[src/host_port_map.svh]
// host_port_map.svh: offsets, field positions, reset values and timing counts
// assumes inclusion by bare name from the package and both ends
`ifndef HOST_PORT_MAP_SVH
`define HOST_PORT_MAP_SVH

// register-select codes in multiplexed mode
`define HP_SEL_CONTROL 2'h0
`define HP_SEL_ADDR_INC 2'h1
`define HP_SEL_ADDR 2'h2
`define HP_SEL_DATA 2'h3
// control register field positions
`define HP_CTRL_IRQ_A_BIT 0
`define HP_CTRL_IRQ_B_BIT 1
`define HP_CTRL_RESET 16'h0000
// widths
`define HP_DATA_W 16
`define HP_ADDR_W 18
// device busy cycles per data transfer
`define HP_BUSY_CYCLES 4'h3

`endif

[src/host_port_pkg.sv]
// host_port_pkg.sv: types shared by both ends of the host port
// assumes host_port_map.svh is on the include path
`include "host_port_map.svh"

package host_port_pkg;
    typedef logic [`HP_DATA_W-1:0] word_t;
    typedef logic [`HP_ADDR_W-1:0] addr_t;
    typedef enum logic [1:0] {REQ_READ, REQ_WRITE, REQ_ADDR, REQ_CTRL} req_kind_t;
endpackage : host_port_pkg

[src/host_port_if.sv]
// host_port_if.sv: pin bundle between host and device ends
// assumes a single clock; the bench resolves the data bus from enables
`timescale 1ns/1ps
`default_nettype none

interface host_port_if;
    logic iface_select_pin;
    logic host_mode_pin;
    logic host_port_reset_pin_n;
    logic host_chip_select_n;
    logic host_strobe_one_n;
    logic host_strobe_two_n;
    logic host_dir_select;
    logic host_addr_strobe_n;
    logic host_reg_select_0;
    logic host_reg_select_1;
    logic [17:0] host_addr_bus;
    logic [15:0] hd_to_dev;
    logic [15:0] hd_from_dev;
    logic hd_dev_oe;
    logic [15:0] hd_from_host;
    logic hd_host_oe;
    logic off_n;
    logic host_ready_out;
    logic host_ready_oe;
    logic host_irq_out_a_n;
    logic host_irq_out_b_n;
    logic host_irq_oe;

    modport device (
        input iface_select_pin, host_mode_pin, host_port_reset_pin_n, host_chip_select_n,
        input host_strobe_one_n, host_strobe_two_n, host_dir_select, host_addr_strobe_n,
        input host_reg_select_0, host_reg_select_1, host_addr_bus, hd_to_dev, off_n,
        output hd_from_dev, hd_dev_oe, host_ready_out, host_ready_oe,
        output host_irq_out_a_n, host_irq_out_b_n, host_irq_oe
    );
    modport host (
        output iface_select_pin, host_mode_pin, host_port_reset_pin_n, host_chip_select_n,
        output host_strobe_one_n, host_strobe_two_n, host_dir_select, host_addr_strobe_n,
        output host_reg_select_0, host_reg_select_1, host_addr_bus, hd_from_host, hd_host_oe,
        input hd_to_dev, host_ready_out, host_irq_out_a_n, host_irq_out_b_n
    );
endinterface : host_port_if

`default_nettype wire

[src/host_port_device.sv]
// host_port_device.sv: device end of the parallel host port
// assumes pins synchronous to clk; RAM side is a valid/ready write port and a req/valid read port
// Function
// pins act as host port only when select low
// chip select may stay low across transfers
// host strobes frame each transfer
// direction line picks read or write
// ready output paces host transfers
// ready and interrupts float when off low
// per-subsystem interrupt outputs, active low
// writing one to bit clears interrupt
// interrupts only in multiplexed mode
// reset pin resets port and subsystems
// mode low: multiplexed register access
// mode high: 18-bit address, 16-bit data
// no interrupts in non-multiplexed mode
// chip select held through each transfer
// address strobe latches address register
// select inputs pick control, address, data
// host waits for ready before strobing
// reset holds ready low, interrupts released
`timescale 1ns/1ps
`default_nettype none
`include "host_port_map.svh"

module host_port_device #(
    parameter logic [3:0] BUSY_CYCLES = `HP_BUSY_CYCLES
) (
    input wire logic clk,
    input wire logic rst,
    host_port_if.device pins,
    // ram-side write stream (host writes) through two-entry buffer
    output logic ram_wr_valid,
    input wire logic ram_wr_ready,
    output host_port_pkg::addr_t ram_wr_addr,
    output host_port_pkg::word_t ram_wr_data,
    // ram-side read: word returned for the current address
    output logic ram_rd_req,
    output host_port_pkg::addr_t ram_rd_addr,
    input wire logic ram_rd_valid,
    input wire host_port_pkg::word_t ram_rd_data,
    // per-subsystem requests to interrupt the host, one-cycle pulses
    input wire logic dsp_irq_set_a,
    input wire logic dsp_irq_set_b,
    output logic subsys_reset
);
    // ************************************************************
    // strobe decode
    // ************************************************************
    logic port_rst;
    logic active;
    logic strobe_n;
    logic strobe_d_reg;
    logic strobe_fall;
    logic strobe_rise;
    logic as_d_reg;
    logic as_fall;
    logic muxed;
    logic [1:0] sel;

    assign port_rst = rst | ~pins.host_port_reset_pin_n;
    assign active = ~pins.iface_select_pin & ~pins.host_chip_select_n;
    assign strobe_n = pins.host_strobe_one_n & pins.host_strobe_two_n;
    assign strobe_fall = active & ~strobe_n & strobe_d_reg;
    assign strobe_rise = ~strobe_d_reg & strobe_n;
    assign muxed = ~pins.host_mode_pin;
    assign sel = {pins.host_reg_select_1, pins.host_reg_select_0};
    assign as_fall = active & muxed & ~pins.host_addr_strobe_n & as_d_reg;

    // strobe edge history
    always_ff @(posedge clk)
    begin
        if (port_rst)
        begin
            strobe_d_reg <= 1'b1;
            as_d_reg <= 1'b1;
        end
        else
        begin
            strobe_d_reg <= strobe_n;
            as_d_reg <= pins.host_addr_strobe_n;
        end
    end

    // ************************************************************
    // address register
    // ************************************************************
    host_port_pkg::addr_t addr_reg;
    logic data_access;
    logic addr_inc;
    assign data_access = strobe_fall & (~muxed | sel == `HP_SEL_DATA | sel == `HP_SEL_ADDR_INC);
    assign addr_inc = strobe_rise & muxed & (sel == `HP_SEL_ADDR_INC);

    // latch on address strobe, register write, non-multiplexed strobe from the address bus, or post-increment
    always_ff @(posedge clk)
    begin
        if (port_rst)
            addr_reg <= '0;
        else if (as_fall)
            addr_reg <= {2'b00, pins.hd_to_dev};
        else if (strobe_fall & muxed & sel == `HP_SEL_ADDR & ~pins.host_dir_select)
            addr_reg <= {2'b00, pins.hd_to_dev};
        else if (strobe_fall & ~muxed)
            addr_reg <= pins.host_addr_bus;
        else if (addr_inc)
            addr_reg <= addr_reg + 18'h0_0001;
    end

    // ************************************************************
    // two-entry write buffer
    // ************************************************************
    host_port_pkg::addr_t buf_addr [2];
    host_port_pkg::word_t buf_data [2];
    logic [1:0] buf_cnt_reg;
    logic buf_wp_reg;
    logic buf_rp_reg;
    logic push;
    logic pop;
    logic buf_full;
    host_port_pkg::addr_t push_addr;
    assign buf_full = buf_cnt_reg == 2'h2;
    assign push_addr = muxed ? addr_reg : pins.host_addr_bus;
    assign push = data_access & ~pins.host_dir_select & ~buf_full;
    assign pop = ram_wr_valid & ram_wr_ready;

    // buffer storage and pointers
    always_ff @(posedge clk)
    begin
        if (port_rst)
        begin
            buf_cnt_reg <= 2'h0;
            buf_wp_reg <= 1'b0;
            buf_rp_reg <= 1'b0;
        end
        else
        begin
            if (push)
            begin
                buf_addr[buf_wp_reg] <= push_addr;
                buf_data[buf_wp_reg] <= pins.hd_to_dev;
                buf_wp_reg <= ~buf_wp_reg;
            end
            if (pop)
                buf_rp_reg <= ~buf_rp_reg;
            buf_cnt_reg <= buf_cnt_reg + {1'b0, push} - {1'b0, pop};
        end
    end

    // ram write port registered from buffer head
    always_ff @(posedge clk)
    begin
        if (port_rst)
        begin
            ram_wr_valid <= 1'b0;
            ram_wr_addr <= '0;
            ram_wr_data <= '0;
        end
        else
        begin
            ram_wr_valid <= (buf_cnt_reg - {1'b0, pop}) != 2'h0 | push;
            ram_wr_addr <= (buf_cnt_reg - {1'b0, pop}) != 2'h0 ? buf_addr[buf_rp_reg ^ pop] : push_addr;
            ram_wr_data <= (buf_cnt_reg - {1'b0, pop}) != 2'h0 ? buf_data[buf_rp_reg ^ pop] : pins.hd_to_dev;
        end
    end

    // ************************************************************
    // ready and read path
    // ************************************************************
    logic [3:0] busy_reg;
    logic rd_wait_reg;
    // busy countdown after each data transfer
    always_ff @(posedge clk)
    begin
        if (port_rst)
        begin
            busy_reg <= 4'h0;
            rd_wait_reg <= 1'b0;
            ram_rd_req <= 1'b0;
            ram_rd_addr <= '0;
        end
        else
        begin
            ram_rd_req <= data_access & pins.host_dir_select;
            ram_rd_addr <= push_addr;
            if (data_access & pins.host_dir_select)
                rd_wait_reg <= 1'b1;
            else if (ram_rd_valid)
                rd_wait_reg <= 1'b0;
            if (data_access)
                busy_reg <= BUSY_CYCLES;
            else if (busy_reg != 4'h0)
                busy_reg <= busy_reg - 4'h1;
        end
    end

    // ready output and its float enable
    always_ff @(posedge clk)
    begin
        if (port_rst)
        begin
            pins.host_ready_out <= 1'b0;
            pins.host_ready_oe <= 1'b0;
        end
        else
        begin
            pins.host_ready_out <= busy_reg == 4'h0 & ~rd_wait_reg & ~buf_full & ~data_access;
            pins.host_ready_oe <= pins.off_n & ~pins.iface_select_pin;
        end
    end

    // ************************************************************
    // control register, interrupts, data bus out
    // ************************************************************
    logic [1:0] irq_reg;
    logic ctrl_wr;
    assign ctrl_wr = strobe_fall & muxed & sel == `HP_SEL_CONTROL & ~pins.host_dir_select;

    // set wins over clear; nothing pends outside multiplexed mode
    always_ff @(posedge clk)
    begin
        if (port_rst | ~muxed)
            irq_reg <= 2'b00;
        else
        begin
            irq_reg[0] <= dsp_irq_set_a | (irq_reg[0] & ~(ctrl_wr & pins.hd_to_dev[`HP_CTRL_IRQ_A_BIT]));
            irq_reg[1] <= dsp_irq_set_b | (irq_reg[1] & ~(ctrl_wr & pins.hd_to_dev[`HP_CTRL_IRQ_B_BIT]));
        end
    end

    // interrupt pins, active low, floated by off
    always_ff @(posedge clk)
    begin
        if (port_rst)
        begin
            pins.host_irq_out_a_n <= 1'b1;
            pins.host_irq_out_b_n <= 1'b1;
            pins.host_irq_oe <= 1'b0;
            subsys_reset <= 1'b1;
        end
        else
        begin
            pins.host_irq_out_a_n <= ~irq_reg[0];
            pins.host_irq_out_b_n <= ~irq_reg[1];
            pins.host_irq_oe <= pins.off_n & ~pins.iface_select_pin;
            subsys_reset <= 1'b0;
        end
    end

    // read data onto the data bus while a read strobe is low
    always_ff @(posedge clk)
    begin
        if (port_rst)
        begin
            pins.hd_from_dev <= '0;
            pins.hd_dev_oe <= 1'b0;
        end
        else
        begin
            if (ram_rd_valid)
                pins.hd_from_dev <= ram_rd_data;
            else if (strobe_fall & muxed & sel == `HP_SEL_CONTROL)
                pins.hd_from_dev <= {14'h0000, irq_reg};
            else if (strobe_fall & muxed & sel == `HP_SEL_ADDR)
                pins.hd_from_dev <= addr_reg[15:0];
            pins.hd_dev_oe <= active & ~strobe_n & pins.host_dir_select & pins.off_n;
        end
    end
endmodule : host_port_device

`default_nettype wire

[src/flat_wrapper.sv]
// flat-port wrapper written by rule: the top's interface ports become plain ports
module host_port_device_flat 
#(
    parameter logic [3:0] BUSY_CYCLES = `HP_BUSY_CYCLES
)
  (clk, rst, ram_wr_valid, ram_wr_ready, ram_wr_addr, ram_wr_data, ram_rd_req, ram_rd_addr, ram_rd_valid, ram_rd_data, dsp_irq_set_a, dsp_irq_set_b, subsys_reset, pins_iface_select_pin, pins_host_mode_pin, pins_host_port_reset_pin_n, pins_host_chip_select_n, pins_host_strobe_one_n, pins_host_strobe_two_n, pins_host_dir_select, pins_host_addr_strobe_n, pins_host_reg_select_0, pins_host_reg_select_1, pins_host_addr_bus, pins_hd_to_dev, pins_off_n, pins_hd_from_dev, pins_hd_dev_oe, pins_host_ready_out, pins_host_ready_oe, pins_host_irq_out_a_n, pins_host_irq_out_b_n, pins_host_irq_oe);
  host_port_if pins_i ();
  input wire logic clk;
  input wire logic rst;
  output logic ram_wr_valid;
  input wire logic ram_wr_ready;
  output host_port_pkg::addr_t ram_wr_addr;
  output host_port_pkg::word_t ram_wr_data;
  output logic ram_rd_req;
  output host_port_pkg::addr_t ram_rd_addr;
  input wire logic ram_rd_valid;
  input wire host_port_pkg::word_t ram_rd_data;
  input wire logic dsp_irq_set_a;
  input wire logic dsp_irq_set_b;
  output logic subsys_reset;
  input wire logic [$bits(pins_i.iface_select_pin)-1:0] pins_iface_select_pin;
  input wire logic [$bits(pins_i.host_mode_pin)-1:0] pins_host_mode_pin;
  input wire logic [$bits(pins_i.host_port_reset_pin_n)-1:0] pins_host_port_reset_pin_n;
  input wire logic [$bits(pins_i.host_chip_select_n)-1:0] pins_host_chip_select_n;
  input wire logic [$bits(pins_i.host_strobe_one_n)-1:0] pins_host_strobe_one_n;
  input wire logic [$bits(pins_i.host_strobe_two_n)-1:0] pins_host_strobe_two_n;
  input wire logic [$bits(pins_i.host_dir_select)-1:0] pins_host_dir_select;
  input wire logic [$bits(pins_i.host_addr_strobe_n)-1:0] pins_host_addr_strobe_n;
  input wire logic [$bits(pins_i.host_reg_select_0)-1:0] pins_host_reg_select_0;
  input wire logic [$bits(pins_i.host_reg_select_1)-1:0] pins_host_reg_select_1;
  input wire logic [$bits(pins_i.host_addr_bus)-1:0] pins_host_addr_bus;
  input wire logic [$bits(pins_i.hd_to_dev)-1:0] pins_hd_to_dev;
  input wire logic [$bits(pins_i.off_n)-1:0] pins_off_n;
  output wire logic [$bits(pins_i.hd_from_dev)-1:0] pins_hd_from_dev;
  output wire logic [$bits(pins_i.hd_dev_oe)-1:0] pins_hd_dev_oe;
  output wire logic [$bits(pins_i.host_ready_out)-1:0] pins_host_ready_out;
  output wire logic [$bits(pins_i.host_ready_oe)-1:0] pins_host_ready_oe;
  output wire logic [$bits(pins_i.host_irq_out_a_n)-1:0] pins_host_irq_out_a_n;
  output wire logic [$bits(pins_i.host_irq_out_b_n)-1:0] pins_host_irq_out_b_n;
  output wire logic [$bits(pins_i.host_irq_oe)-1:0] pins_host_irq_oe;
  assign pins_i.iface_select_pin = pins_iface_select_pin;
  assign pins_i.host_mode_pin = pins_host_mode_pin;
  assign pins_i.host_port_reset_pin_n = pins_host_port_reset_pin_n;
  assign pins_i.host_chip_select_n = pins_host_chip_select_n;
  assign pins_i.host_strobe_one_n = pins_host_strobe_one_n;
  assign pins_i.host_strobe_two_n = pins_host_strobe_two_n;
  assign pins_i.host_dir_select = pins_host_dir_select;
  assign pins_i.host_addr_strobe_n = pins_host_addr_strobe_n;
  assign pins_i.host_reg_select_0 = pins_host_reg_select_0;
  assign pins_i.host_reg_select_1 = pins_host_reg_select_1;
  assign pins_i.host_addr_bus = pins_host_addr_bus;
  assign pins_i.hd_to_dev = pins_hd_to_dev;
  assign pins_i.off_n = pins_off_n;
  assign pins_hd_from_dev = pins_i.hd_from_dev;
  assign pins_hd_dev_oe = pins_i.hd_dev_oe;
  assign pins_host_ready_out = pins_i.host_ready_out;
  assign pins_host_ready_oe = pins_i.host_ready_oe;
  assign pins_host_irq_out_a_n = pins_i.host_irq_out_a_n;
  assign pins_host_irq_out_b_n = pins_i.host_irq_out_b_n;
  assign pins_host_irq_oe = pins_i.host_irq_oe;
  host_port_device #(.BUSY_CYCLES(BUSY_CYCLES)) u_core (.clk(clk), .rst(rst), .pins(pins_i), .ram_wr_valid(ram_wr_valid), .ram_wr_ready(ram_wr_ready), .ram_wr_addr(ram_wr_addr), .ram_wr_data(ram_wr_data), .ram_rd_req(ram_rd_req), .ram_rd_addr(ram_rd_addr), .ram_rd_valid(ram_rd_valid), .ram_rd_data(ram_rd_data), .dsp_irq_set_a(dsp_irq_set_a), .dsp_irq_set_b(dsp_irq_set_b), .subsys_reset(subsys_reset));
endmodule
[config.mk]
export PLATFORM = sky130hd
export DESIGN_NAME = host_port_device_flat
export DESIGN_NICKNAME = d
export VERILOG_FILES = /design/src/host_port_pkg.sv /design/src/host_port_if.sv /design/src/host_port_device.sv /design/src/flat_wrapper.sv
export VERILOG_INCLUDE_DIRS = /design/src
export SDC_FILE = /design/constraint.sdc
export NUM_CORES = 1
export LEC_CHECK = 0
export ABC_CLOCK_PERIOD_IN_PS = 12500
export BUFFER_PORTS_ARGS = -buffer_cell sky130_fd_sc_hd__buf_2
export CORE_MARGIN = 1
export CORE_UTILIZATION = 50
export CTS_BUF_LIST = sky130_fd_sc_hd__clkbuf_8
export CTS_CLUSTER_SIZE = 10
export DETAILED_ROUTE_END_ITERATION = 8
export PLACE_DENSITY_LB_ADDON = 0.25
export SYNTH_ARGS = -nofsm -noshare
export SYNTH_HDL_FRONTEND = slang
export SYNTH_SLANG_ARGS = --single-unit
[constraint.sdc]
create_clock -name clk -period 12.5 [get_ports clk]
set_clock_uncertainty 0.15 [all_clocks]
set_input_delay 1.875 -clock clk [delete_from_list [all_inputs] [get_ports clk]]
set_output_delay 1.875 -clock clk [all_outputs]
set_load 0.05 [all_outputs]
==> flow_summary.json, run 1 <==
{
  "outcome": "finished, final reports clean",
  "largest_register_ffs": 36,
  "post_cts_buffers": 0,
  "p_total_mw": 1.12,
  "register_area_um2": 4180,
  "period_share_pct": 32.1,
  "multi_input_area_um2": 2630,
  "synth-async-reset-ratio_pct": 0,
  "path_clk_slew_ns": 0.08,
  "final_cells": 928,
  "vdd_ir_drop_max_mv": 0.0652,
  "rsz0062_at_grt": "false",
  "rr_worst_depth": 5,
  "ant_nets": 0,
  "antenna_found_initial": 1,
  "grt_pass1_vias": 4974,
  "crit_type": "input pin to flop",
  "io_pins": 144,
  "synth_nets": 684,
  "gp_congestion": 0.877,
  "synth_flop_cell": "dfxtp_1",
  "yosysUniqueCellTypes": 55,
  "area_growth_pct": 16.9,
  "reg.largest.list": "u_core.buf_addr: 36 flops, u_core.buf_data: 32 flops",
  "p_per_area_nw_per_um2": 136,
  "fill_cells": 1109,
  "path_buf_inv": 2,
  "ys_seq_area_share_pct": 59.5,
  "crit_path_start_kind": "input pin",
  "hold_class": "flop to flop",
  "cts_resized": 0,
  "rows": 42,
  "holdPathStages": 1,
  "h-tree-depth": 4,
  "grt.total_usage_pct": 22.9,
  "maxCapViolations": 0,
  "clockBufferDepth": 2,
  "crit_arrival_ns": 3.97,
  "synth_area_leaders": "dfxtp_1 30%, edfxtp_1 29%, mux2i_1 5.4%",
  "slowest_stage": "buf_2",
  "die_y_um": 121,
  "timing.slew.headroom_pct": 22.4,
  "cp.required_ns": 12.46,
  "path_delay_family": "simple AND/OR/NAND/NOR gates",
  "clock-sinks": 175,
  "wl_um": 15900,
  "clock-root-buffer": "clkbuf_8",
  "netlist.area_leader.share_pct": 30.5,
  "clkLatencyLatePin_ns": 0.46,
  "nets": 810,
  "grt.overflow.total": 0,
  "max_stage_delay_ns": 0.50,
  "synth_area_um2": 7030,
  "setup-tns-final_ns": 0,
  "die_x_um": 121,
  "drive_gt1_share_pct": 28.2,
  "crit_cells": 6,
  "leakagePower_nw": 3.48,
  "postCtsHoldBufs": 0,
  "coreArea_um2": 13500,
  "vias": 5134,
  "syn-mean-instance-area_um2": 11.5,
  "grt_pass1_wl_um": 25300,
  "path_cells": "buf_2 > nor2_1 > nand3b_2 > or3_1 > nor3_2 > buf_4",
  "drc": 0,
  "drv_slew": 0,
  "dpl.cell_count": 896,
  "place_hpwl_um": 11200,
  "ys_ff_latch": 175,
  "synth_common_cells": "107 x dfxtp_1, 69 x nor2_1, 68 x edfxtp_1",
  "numCtsBuffers": 17,
  "fin_util_pct": 61.1,
  "synth_top_area_cell": "dfxtp_1",
  "syn-instance-count": 613,
  "worst_slew_pin_slew_ns": 1.16,
  "start_util_pct": 52.3,
  "io_buffers": 143,
  "end_kind": "flop",
  "synth_edf_count": 68,
  "finalSetupViolations": 0,
  "hold_viol": 0,
  "cts_tree": "yes",
  "vias_per_cell": 5.53,
  "drtPass1Iterations": 5,
  "largest_register": "u_core.buf_addr",
  "max_freq_ghz": 0.249,
  "grt_max_degree": 69,
  "path_max_fanout": 34,
  "yosysWarnings": 0,
  "period_minus_slack_ns": 4.01,
  "drt_iter0_markers": 314,
  "routedWlPerCell_um": 17.2,
  "die-area_um2": 14500,
  "yosysMostFrequentCell": "dfxtp_1"
}
-- kinds of logic after synthesis --
kind of cell / synth area share (%)
AND/OR/NAND/NOR: 15.6
XOR/XNOR: 2.72
buffers and inverters: 3.43
AO/OA/AOI/OAI: 10.0
multiplexers: 7.97
adder cells (fa/ha/maj): 0.712
flip-flops: 59.5
-- path summary, 6_finish.rpt --
kind	startpoint	end	slack [ns]
worst max-delay path	pins_host_mode_pin	u_core.buf_addr[1][4]	8.49
worst min-delay path	u_core.rd_wait_reg	u_core.pins.host_ready_out	0.30
worst max register to register	u_core.ram_wr_valid	u_core.ram_wr_addr[16]	9.84
worst min register to register	u_core.rd_wait_reg	u_core.pins.host_ready_out	0.30
-- worst reg2reg max path, delay by kind of cell, from the launching register on --
kind,cells,cell delay [ns]
AOI/OAI and AO/OA,1,0.58
DFF,1,0.31
and+or+nand+nor,2,0.94
xor gates and xnor gates,1,0.32
adders and majority gates,1,0.24
-- through the flow --
step	hold slack (ns)	area, um^2	worst slack (ns)
2_1_floorplan	0.221	7030	6.69
3_3_place_gp	0.273	7830	8.08
3_5_place_dp	0.265	7830	8.00
4_1_cts	0.305	8210	8.48
5_1_grt	0.319	8210	8.33
6_report	0.299	8220	8.49
-- report_power, final --
part / internal [mW] / switching [mW]
Clock: 0.182 / 0.199
Sequential: 0.605 / 0.00703
Combinational: 0.0377 / 0.0872
Total: 0.826 / 0.293
-- metal layers --
| metal | global-route usage (%) | wire length, um | up-vias |
|---|---|---|---|
| met5 | 0 | 0 | - |
| met4 | 9.18 | 391 | 0 |
| met3 | 6.60 | 1260 | 30 |
| met2 | 36.0 | 7400 | 216 |
| met1 | 29.8 | 6870 | 2412 |
| li1 | - | - | 2476 |
-- cell usage in the layout, fill, tap and decap left out, types with 5 or more instances in the layout --
cell type / count
a211o_1: 5
a211oi_1: 49
a21oi_1: 11
and2_1: 21
and3_1: 17
and4_1: 6
buf_2: 143
buf_4: 5
clkbuf_8: 18
dfxtp_1: 107
edfxtp_1: 68
inv_1: 8
mux2_2: 16
mux2i_1: 38
nand2_1: 25
nand3_1: 29
nor2_1: 69
nor3_1: 19
o211ai_1: 7
o21ai_0: 10
xnor2_1: 13
xor2_1: 7
-- cell type report --
class                           count  area share [%]
Antenna cell                        1          0.0305
Clock buffer                       18            3.02
Clock inverter                     13            1.71
Inverter                           10           0.457
Multi-Input combinational cell    387            32.0
Sequential cell                   175            50.9
Tap cell                          176            2.68
Timing Repair Buffer              148            9.17
(Power assumes the default switching activity.)
==> run 2: changes to the inputs <==
--- a/config.mk
+++ b/config.mk
@@ -6,7 +6,8 @@
 export SDC_FILE = /design/constraint.sdc
 export NUM_CORES = 1
 export LEC_CHECK = 0
-export ABC_CLOCK_PERIOD_IN_PS = 12500
+export ABC_AREA = 1
+export ABC_CLOCK_PERIOD_IN_PS = 3380
 export BUFFER_PORTS_ARGS = -buffer_cell sky130_fd_sc_hd__buf_2
 export CORE_MARGIN = 1
 export CORE_UTILIZATION = 50
==> constraint.sdc (replaced) <==
create_clock -name clk -period 3.38 [get_ports clk]
set_clock_uncertainty 0.15 [all_clocks]
set_input_delay 0.507 -clock clk [delete_from_list [all_inputs] [get_ports clk]]
set_output_delay 0.507 -clock clk [all_outputs]
set_load 0.05 [all_outputs]
==> run 2 against run 1 <==
  * Hold slack got worse by 0.21 ns
  * Critical endpoint is now u_core.addr_reg[0]
  * Area after synthesis rose by 3.9%
  * Power rose to 3.7 times the previous value
  * Highest routed layer unchanged
  * Die area rose by 3.8%
  * Setup slack got worse by 7.3 ns
  * Global-route usage rose by 1.9 points
  * Clock power rose to 3.6 times the previous value
  * First-iteration DRC count rose by 56%
  * Via count rose by 20%
==> flow_summary.json, run 2 <==
{
  "vdd_ir_drop_max_mv": 0.278,
  "post_cts_buffers": 0,
  "drt_iter0_markers": 491,
  "synth_area_leaders": "dfxtp_1 29%, edfxtp_1 28%, nand2_1 12%",
  "dp_slack_ns": 0.675,
  "netlist.area_leader.share_pct": 29.3,
  "final_cells": 1177,
  "cts_tree": "yes",
  "ys_seq_area_share_pct": 57.3,
  "max_freq_ghz": 0.447,
  "hold_class": "input pin to flop",
  "yosysWarnings": 0,
  "outcome": "finished, final reports clean",
  "largest_register": "u_core.buf_addr",
  "synth_flop_cell": "dfxtp_1",
  "cts_resized": 0,
  "routedWlPerCell_um": 15.2,
  "die_y_um": 123,
  "syn-mean-instance-area_um2": 8.55,
  "grt_pass1_vias": 5460,
  "diodes": 0,
  "path_max_fanout": 29,
  "leakagePower_nw": 3.79,
  "crit_type": "input pin to flop",
  "io_pins": 144,
  "largest_register_ffs": 36,
  "period_minus_slack_ns": 2.24,
  "yosysUniqueCellTypes": 39,
  "path_clk_slew_ns": 0.09,
  "grt_pass1_wl_um": 28000,
  "maxCapViolations": 0,
  "final_area_um2": 8520,
  "gp_congestion": 0.896,
  "clock-sinks": 175,
  "postCtsHoldBufs": 0,
  "wl_um": 17900,
  "crit_arrival_ns": 2.50,
  "finalSetupViolations": 0,
  "grt.overflow.total": 0,
  "cp.required_ns": 3.64,
  "rsz0062_at_grt": "false",
  "ys_ff_latch": 175,
  "yosysMostFrequentCell": "nand2_1",
  "final_cell_mix": "228 x nand2_1, 143 x buf_2, 107 x dfxtp_1",
  "synth_area_um2": 7300,
  "synth_nets": 925,
  "fin_util_pct": 60.7,
  "antenna_found_initial": 0,
  "rows": 43,
  "drc": 0,
  "grt_max_degree": 69,
  "synth-async-reset-ratio_pct": 0,
  "placed_area_um2": 8150,
  "vias": 6182,
  "place_hpwl_um": 12700,
  "crit_path_start_kind": "input pin",
  "io_buffers": 143,
  "drtPass1Iterations": 5,
  "grt.total_usage_pct": 24.9,
  "numCtsBuffers": 17,
  "drv_slew": 0,
  "dpl.cell_count": 1145,
  "die_x_um": 123,
  "die-area_um2": 15100,
  "clkLatencyLatePin_ns": 0.47,
  "p_total_mw": 4.13,
  "final_common_cell": "nand2_1",
  "nets": 1055,
  "p_per_area_nw_per_um2": 485,
  "synth_top_area_cell": "dfxtp_1",
  "hold_viol": 0,
  "period_share_pct": 66.2,
  "synth_edf_count": 68,
  "clock-root-buffer": "clkbuf_8",
  "reg.largest.list": "u_core.buf_addr: 36 flops, u_core.buf_data: 32 flops",
  "timing.slew.headroom_pct": 57.0,
  "area_growth_pct": 16.6,
  "end_kind": "flop",
  "vias_per_cell": 5.25,
  "start_util_pct": 52.0,
  "worst_slew_pin_slew_ns": 0.643,
  "synth_common_cells": "228 x nand2_1, 107 x dfxtp_1, 97 x nor2_1",
  "syn-instance-count": 854,
  "setup_ws_ns": 1.14,
  "ant_nets": 0,
  "coreArea_um2": 14000,
  "clockBufferDepth": 2,
  "hold_slack_ns": 0.0875,
  "drive_gt1_share_pct": 20.7,
  "h-tree-depth": 4,
  "setup-tns-final_ns": 0
}
-- run 2: changes by cell type after synthesis, sizes merged, moves of 14 or more --
cell    previous run  this run
nand4              4        18
and3              17         0
nor2              69       101
nor3              21         5
a211oi            50         2
and2              23         1
a31oi              2        36
o21ai             10        65
inv                8        91
mux2i             38         0
mux2              16         0
nand2             26       231
-- run 2: cells by family after synthesis --
group | after synthesis | share of synthesized area, %
AND/OR/NAND/NOR | 396 | 23.1
XOR/XNOR | 8 | 0.959
flip-flops | 175 | 57.3
adder cells (fa/ha/maj) | 4 | 0.685
buffers and inverters | 130 | 7.11
AO/OA/AOI/OAI | 141 | 10.9
-- run 2: final timing paths --
check	from	endpoint	slack (ns)	depth (start not counted)
worst max register to register	u_core.ram_wr_valid	u_core.ram_wr_addr[13]	1.26	9
worst min-delay path	pins_iface_select_pin	u_core.pins.host_ready_oe	0.09	2
worst max-delay path	pins_host_mode_pin	u_core.addr_reg[0]	1.14	9
worst min register to register	u_core.irq_reg[1]	u_core.pins.host_irq_out_b_n	0.27	1
-- run 2: layout make-up --
cell class	instances	area (um^2)
fillers	1219	5520
flip-flops and latches	175	4180
multi-input cells	549	2620
repair buffers	150	781
inverters	91	342
clock buffers	17	234
well taps	180	225
clock inverters	15	136
-- run 2: where the power goes --
part / internal [mW] / leakage [nW] / switching (mW)
combinational: 0.131 / 2.12 / 0.358
sequential: 2.24 / 1.49 / 0.0219
clock: 0.593 / 0.186 / 0.788
-- run 2: metal layers --
metal / track usage [%] / vias to the layer above / part of all wire (%)
met2: 38.0 / 246 / 46
li1: - / 3062 / -
met1: 34.6 / 2865 / 46
met5: 0 / - / 0
met3: 6.78 / 9 / 7.6
met4: 6.86 / 0 / 0.96
-- run 2: worst max-delay path: stages --
cell	delay, ns
buf_2	0.40
inv_2	0.23
nand4_1	0.53
nand2_4	0.23
nor2_1	0.29
nand2_1	0.10
nand3_1	0.09
nand2_1	0.05
inv_1	0.05
==> run 3: changes to the inputs <==
--- a/config.mk
+++ b/config.mk
@@ -6,8 +6,8 @@
 export SDC_FILE = /design/constraint.sdc
 export NUM_CORES = 1
 export LEC_CHECK = 0
-export ABC_AREA = 1
-export ABC_CLOCK_PERIOD_IN_PS = 3380
+export ABC_AREA = 0
+export ABC_CLOCK_PERIOD_IN_PS = 2300
 export BUFFER_PORTS_ARGS = -buffer_cell sky130_fd_sc_hd__buf_2
 export CORE_MARGIN = 1
 export CORE_UTILIZATION = 50
==> constraint.sdc (replaced) <==
create_clock -name clk -period 2.3 [get_ports clk]
set_clock_uncertainty 0.15 [all_clocks]
set_input_delay 0.345 -clock clk [delete_from_list [all_inputs] [get_ports clk]]
set_output_delay 0.345 -clock clk [all_outputs]
set_load 0.05 [all_outputs]
==> run 3 against run 2 <==
  * Setup slack worse by 0.91 ns
  * Count of clock-buffer cells in the layout rose by 3
  * Critical path depth decreased by 5
  * Routed wire length decreased by 4.8%
  * Die area down 3.7%
  * Sequential cell count did not move
  * Power up 46%
  * Register-to-register slack got worse by 1.0 ns
  * Global-route usage down 0.69 points
  * Critical endpoint is now u_core.buf_addr[1][17]
  * Largest power group unchanged
  * Highest routed layer unchanged
==> flow_summary.json, run 3 (synthesized netlist as in run 1, its figures left out) <==
{
  "clkLatencyLatePin_ns": 0.46,
  "grt_max_degree": 43,
  "p_total_mw": 6.02,
  "hold_viol": 0,
  "clock-sinks": 175,
  "final_cells": 990,
  "dp_slack_ns": 0.0201,
  "crit_path_start_kind": "flop",
  "nets": 872,
  "path_clk_slew_ns": 0.08,
  "timing.slew.headroom_pct": 59.1,
  "rr_worst_depth": 4,
  "io_buffers": 143,
  "routedWlPerCell_um": 17.2,
  "drv_slew": 0,
  "period_share_pct": 89.9,
  "grt_pass1_wl_um": 26300,
  "drive_gt1_share_pct": 28.6,
  "gp_congestion": 0.904,
  "vdd_ir_drop_max_mv": 0.370,
  "drc": 0,
  "cp.required_ns": 2.32,
  "vias_per_cell": 5.48,
  "area_growth_pct": 25.8,
  "setup_ws_ns": 0.231,
  "endpoint": "u_core.buf_addr[1][17]",
  "outcome": "finished, final reports clean",
  "period_minus_slack_ns": 2.07,
  "grt.total_usage_pct": 24.2,
  "start_util_pct": 52.3,
  "crit_start": "u_core.strobe_d_reg",
  "crit_type": "flop to flop",
  "hold_slack_ns": 0.0252,
  "die_x_um": 121,
  "crit_arrival_ns": 2.09,
  "clock-root-buffer": "clkbuf_8",
  "antenna_found_initial": 2,
  "dpl.cell_count": 920,
  "p_per_area_nw_per_um2": 680,
  "die_y_um": 121,
  "max_freq_ghz": 0.483,
  "end_kind": "flop",
  "vias": 5422,
  "rsz0062_at_grt": "false",
  "coreArea_um2": 13500,
  "final_cell_mix": "142 x buf_2, 107 x dfxtp_1, 69 x nor2_1",
  "final_common_cell": "buf_2",
  "grt.overflow.total": 0,
  "ff2ff_setup_slack_ns": 0.23,
  "reg2reg_from": "u_core.strobe_d_reg",
  "cts_tree": "yes",
  "finalSetupViolations": 0,
  "path_max_fanout": 9,
  "hold_class": "input pin to flop",
  "wl_um": 17000,
  "maxCapViolations": 0,
  "reg.largest.list": "u_core.buf_addr: 36 flops, u_core.buf_data: 32 flops",
  "io_pins": 144,
  "rows": 42,
  "r2r_end": "u_core.buf_addr[1][17]",
  "worst_slew_pin_slew_ns": 0.608,
  "leakagePower_nw": 3.83,
  "place_hpwl_um": 11700,
  "drtPass1Iterations": 4,
  "largest_register_ffs": 36,
  "clockBufferDepth": 2,
  "die-area_um2": 14500,
  "h-tree-depth": 4,
  "numCtsBuffers": 17,
  "drt_iter0_markers": 370,
  "grt_pass1_vias": 5256,
  "largest_register": "u_core.buf_addr",
  "ant_nets": 0,
  "diodes": 0
}
==> run 3: cell types whose count changed in the layout (fill, tap and decap cells not counted), sizes merged, moves of 17 or more <==
cell	before	now
a211oi	2	50
a31oi	36	2
and2	1	23
and3	0	17
buf	150	172
dlygate4sd3	0	36
inv	98	16
mux2i	0	38
nand2	231	26
nor2	101	69
o21ai	65	10
==> run 3: what timing repair did <==
action | 4_1_cts | 5_1_grt
gates resized for setup | 0 | 2
buffers inserted | 0 | 0
endpoints found under the hold margin | 53 | 2
hold buffers | 36 | 1
setup endpoints to repair | 0 | 48
==> run 3: worst max-delay path, cell delays in order, from the launching register on <==
cell and delay [ns]:
dfxtp_1 0.52, nand3b_4 0.11, or3_4 0.43, nor3_4 0.32, clkbuf_16 0.25
==> run 3: power breakdown <==
group | total (mW) | leakage (nW) | switching [mW] | internal [mW]
Sequential | 3.33 | 1.49 | 0.0380 | 3.29
Clock | 1.92 | 0.206 | 1.01 | 0.913
Combinational | 0.766 | 2.13 | 0.496 | 0.270
==> run 3: routing by layer <==
layer | part of all wire [%] | GRT usage, % | vias to the layer above | routed length, um
met5 | 0 | 0 | - | 0
met4 | 2.6 | 10.5 | 0 | 448
met3 | 6.7 | 6.37 | 32 | 1150
met2 | 48 | 39.8 | 194 | 8150
met1 | 43 | 29.9 | 2593 | 7290
li1 | - | - | 2603 | -
==> run 3: how the worst min path moves through the flow <==
stage | from | to | slack [ns] | depth (start not counted)
detailed placement | u_core.irq_reg[0] | u_core.pins.host_irq_out_a_n | 0.26 | 1
global placement | u_core.irq_reg[0] | u_core.pins.host_irq_out_a_n | 0.27 | 1
floorplan | u_core.irq_reg[0] | u_core.pins.host_irq_out_a_n | 0.22 | 1
finish | pins_host_addr_bus[11] | u_core.addr_reg[11] | 0.03 | 3
global route | pins_host_addr_bus[9] | u_core.addr_reg[9] | 0.03 | 3
CTS | pins_hd_to_dev[6] | u_core.buf_data[1][6] | 0.002 | 1
==> run 3: final cells by class <==
class	count	area, um^2
fill	1051	4610
sequential	175	4180
multi-input combinational	387	2660
timing repair buffer	210	1390
clock buffer	20	275
tap	176	220
clock inverter	12	81.3
inverter	10	37.5
==> run 3: per-stage QoR <==
step | util [%] | instance area (um^2) | setup TNS, ns
after floorplan | - | 7070 | -28.25
after global routing | 65.7 | 8840 | 0
after global placement | 60.0 | 8080 | 0
after detailed placement | 60.0 | 8080 | 0
final | 65.7 | 8840 | 0
after CTS | 65.4 | 8790 | 0
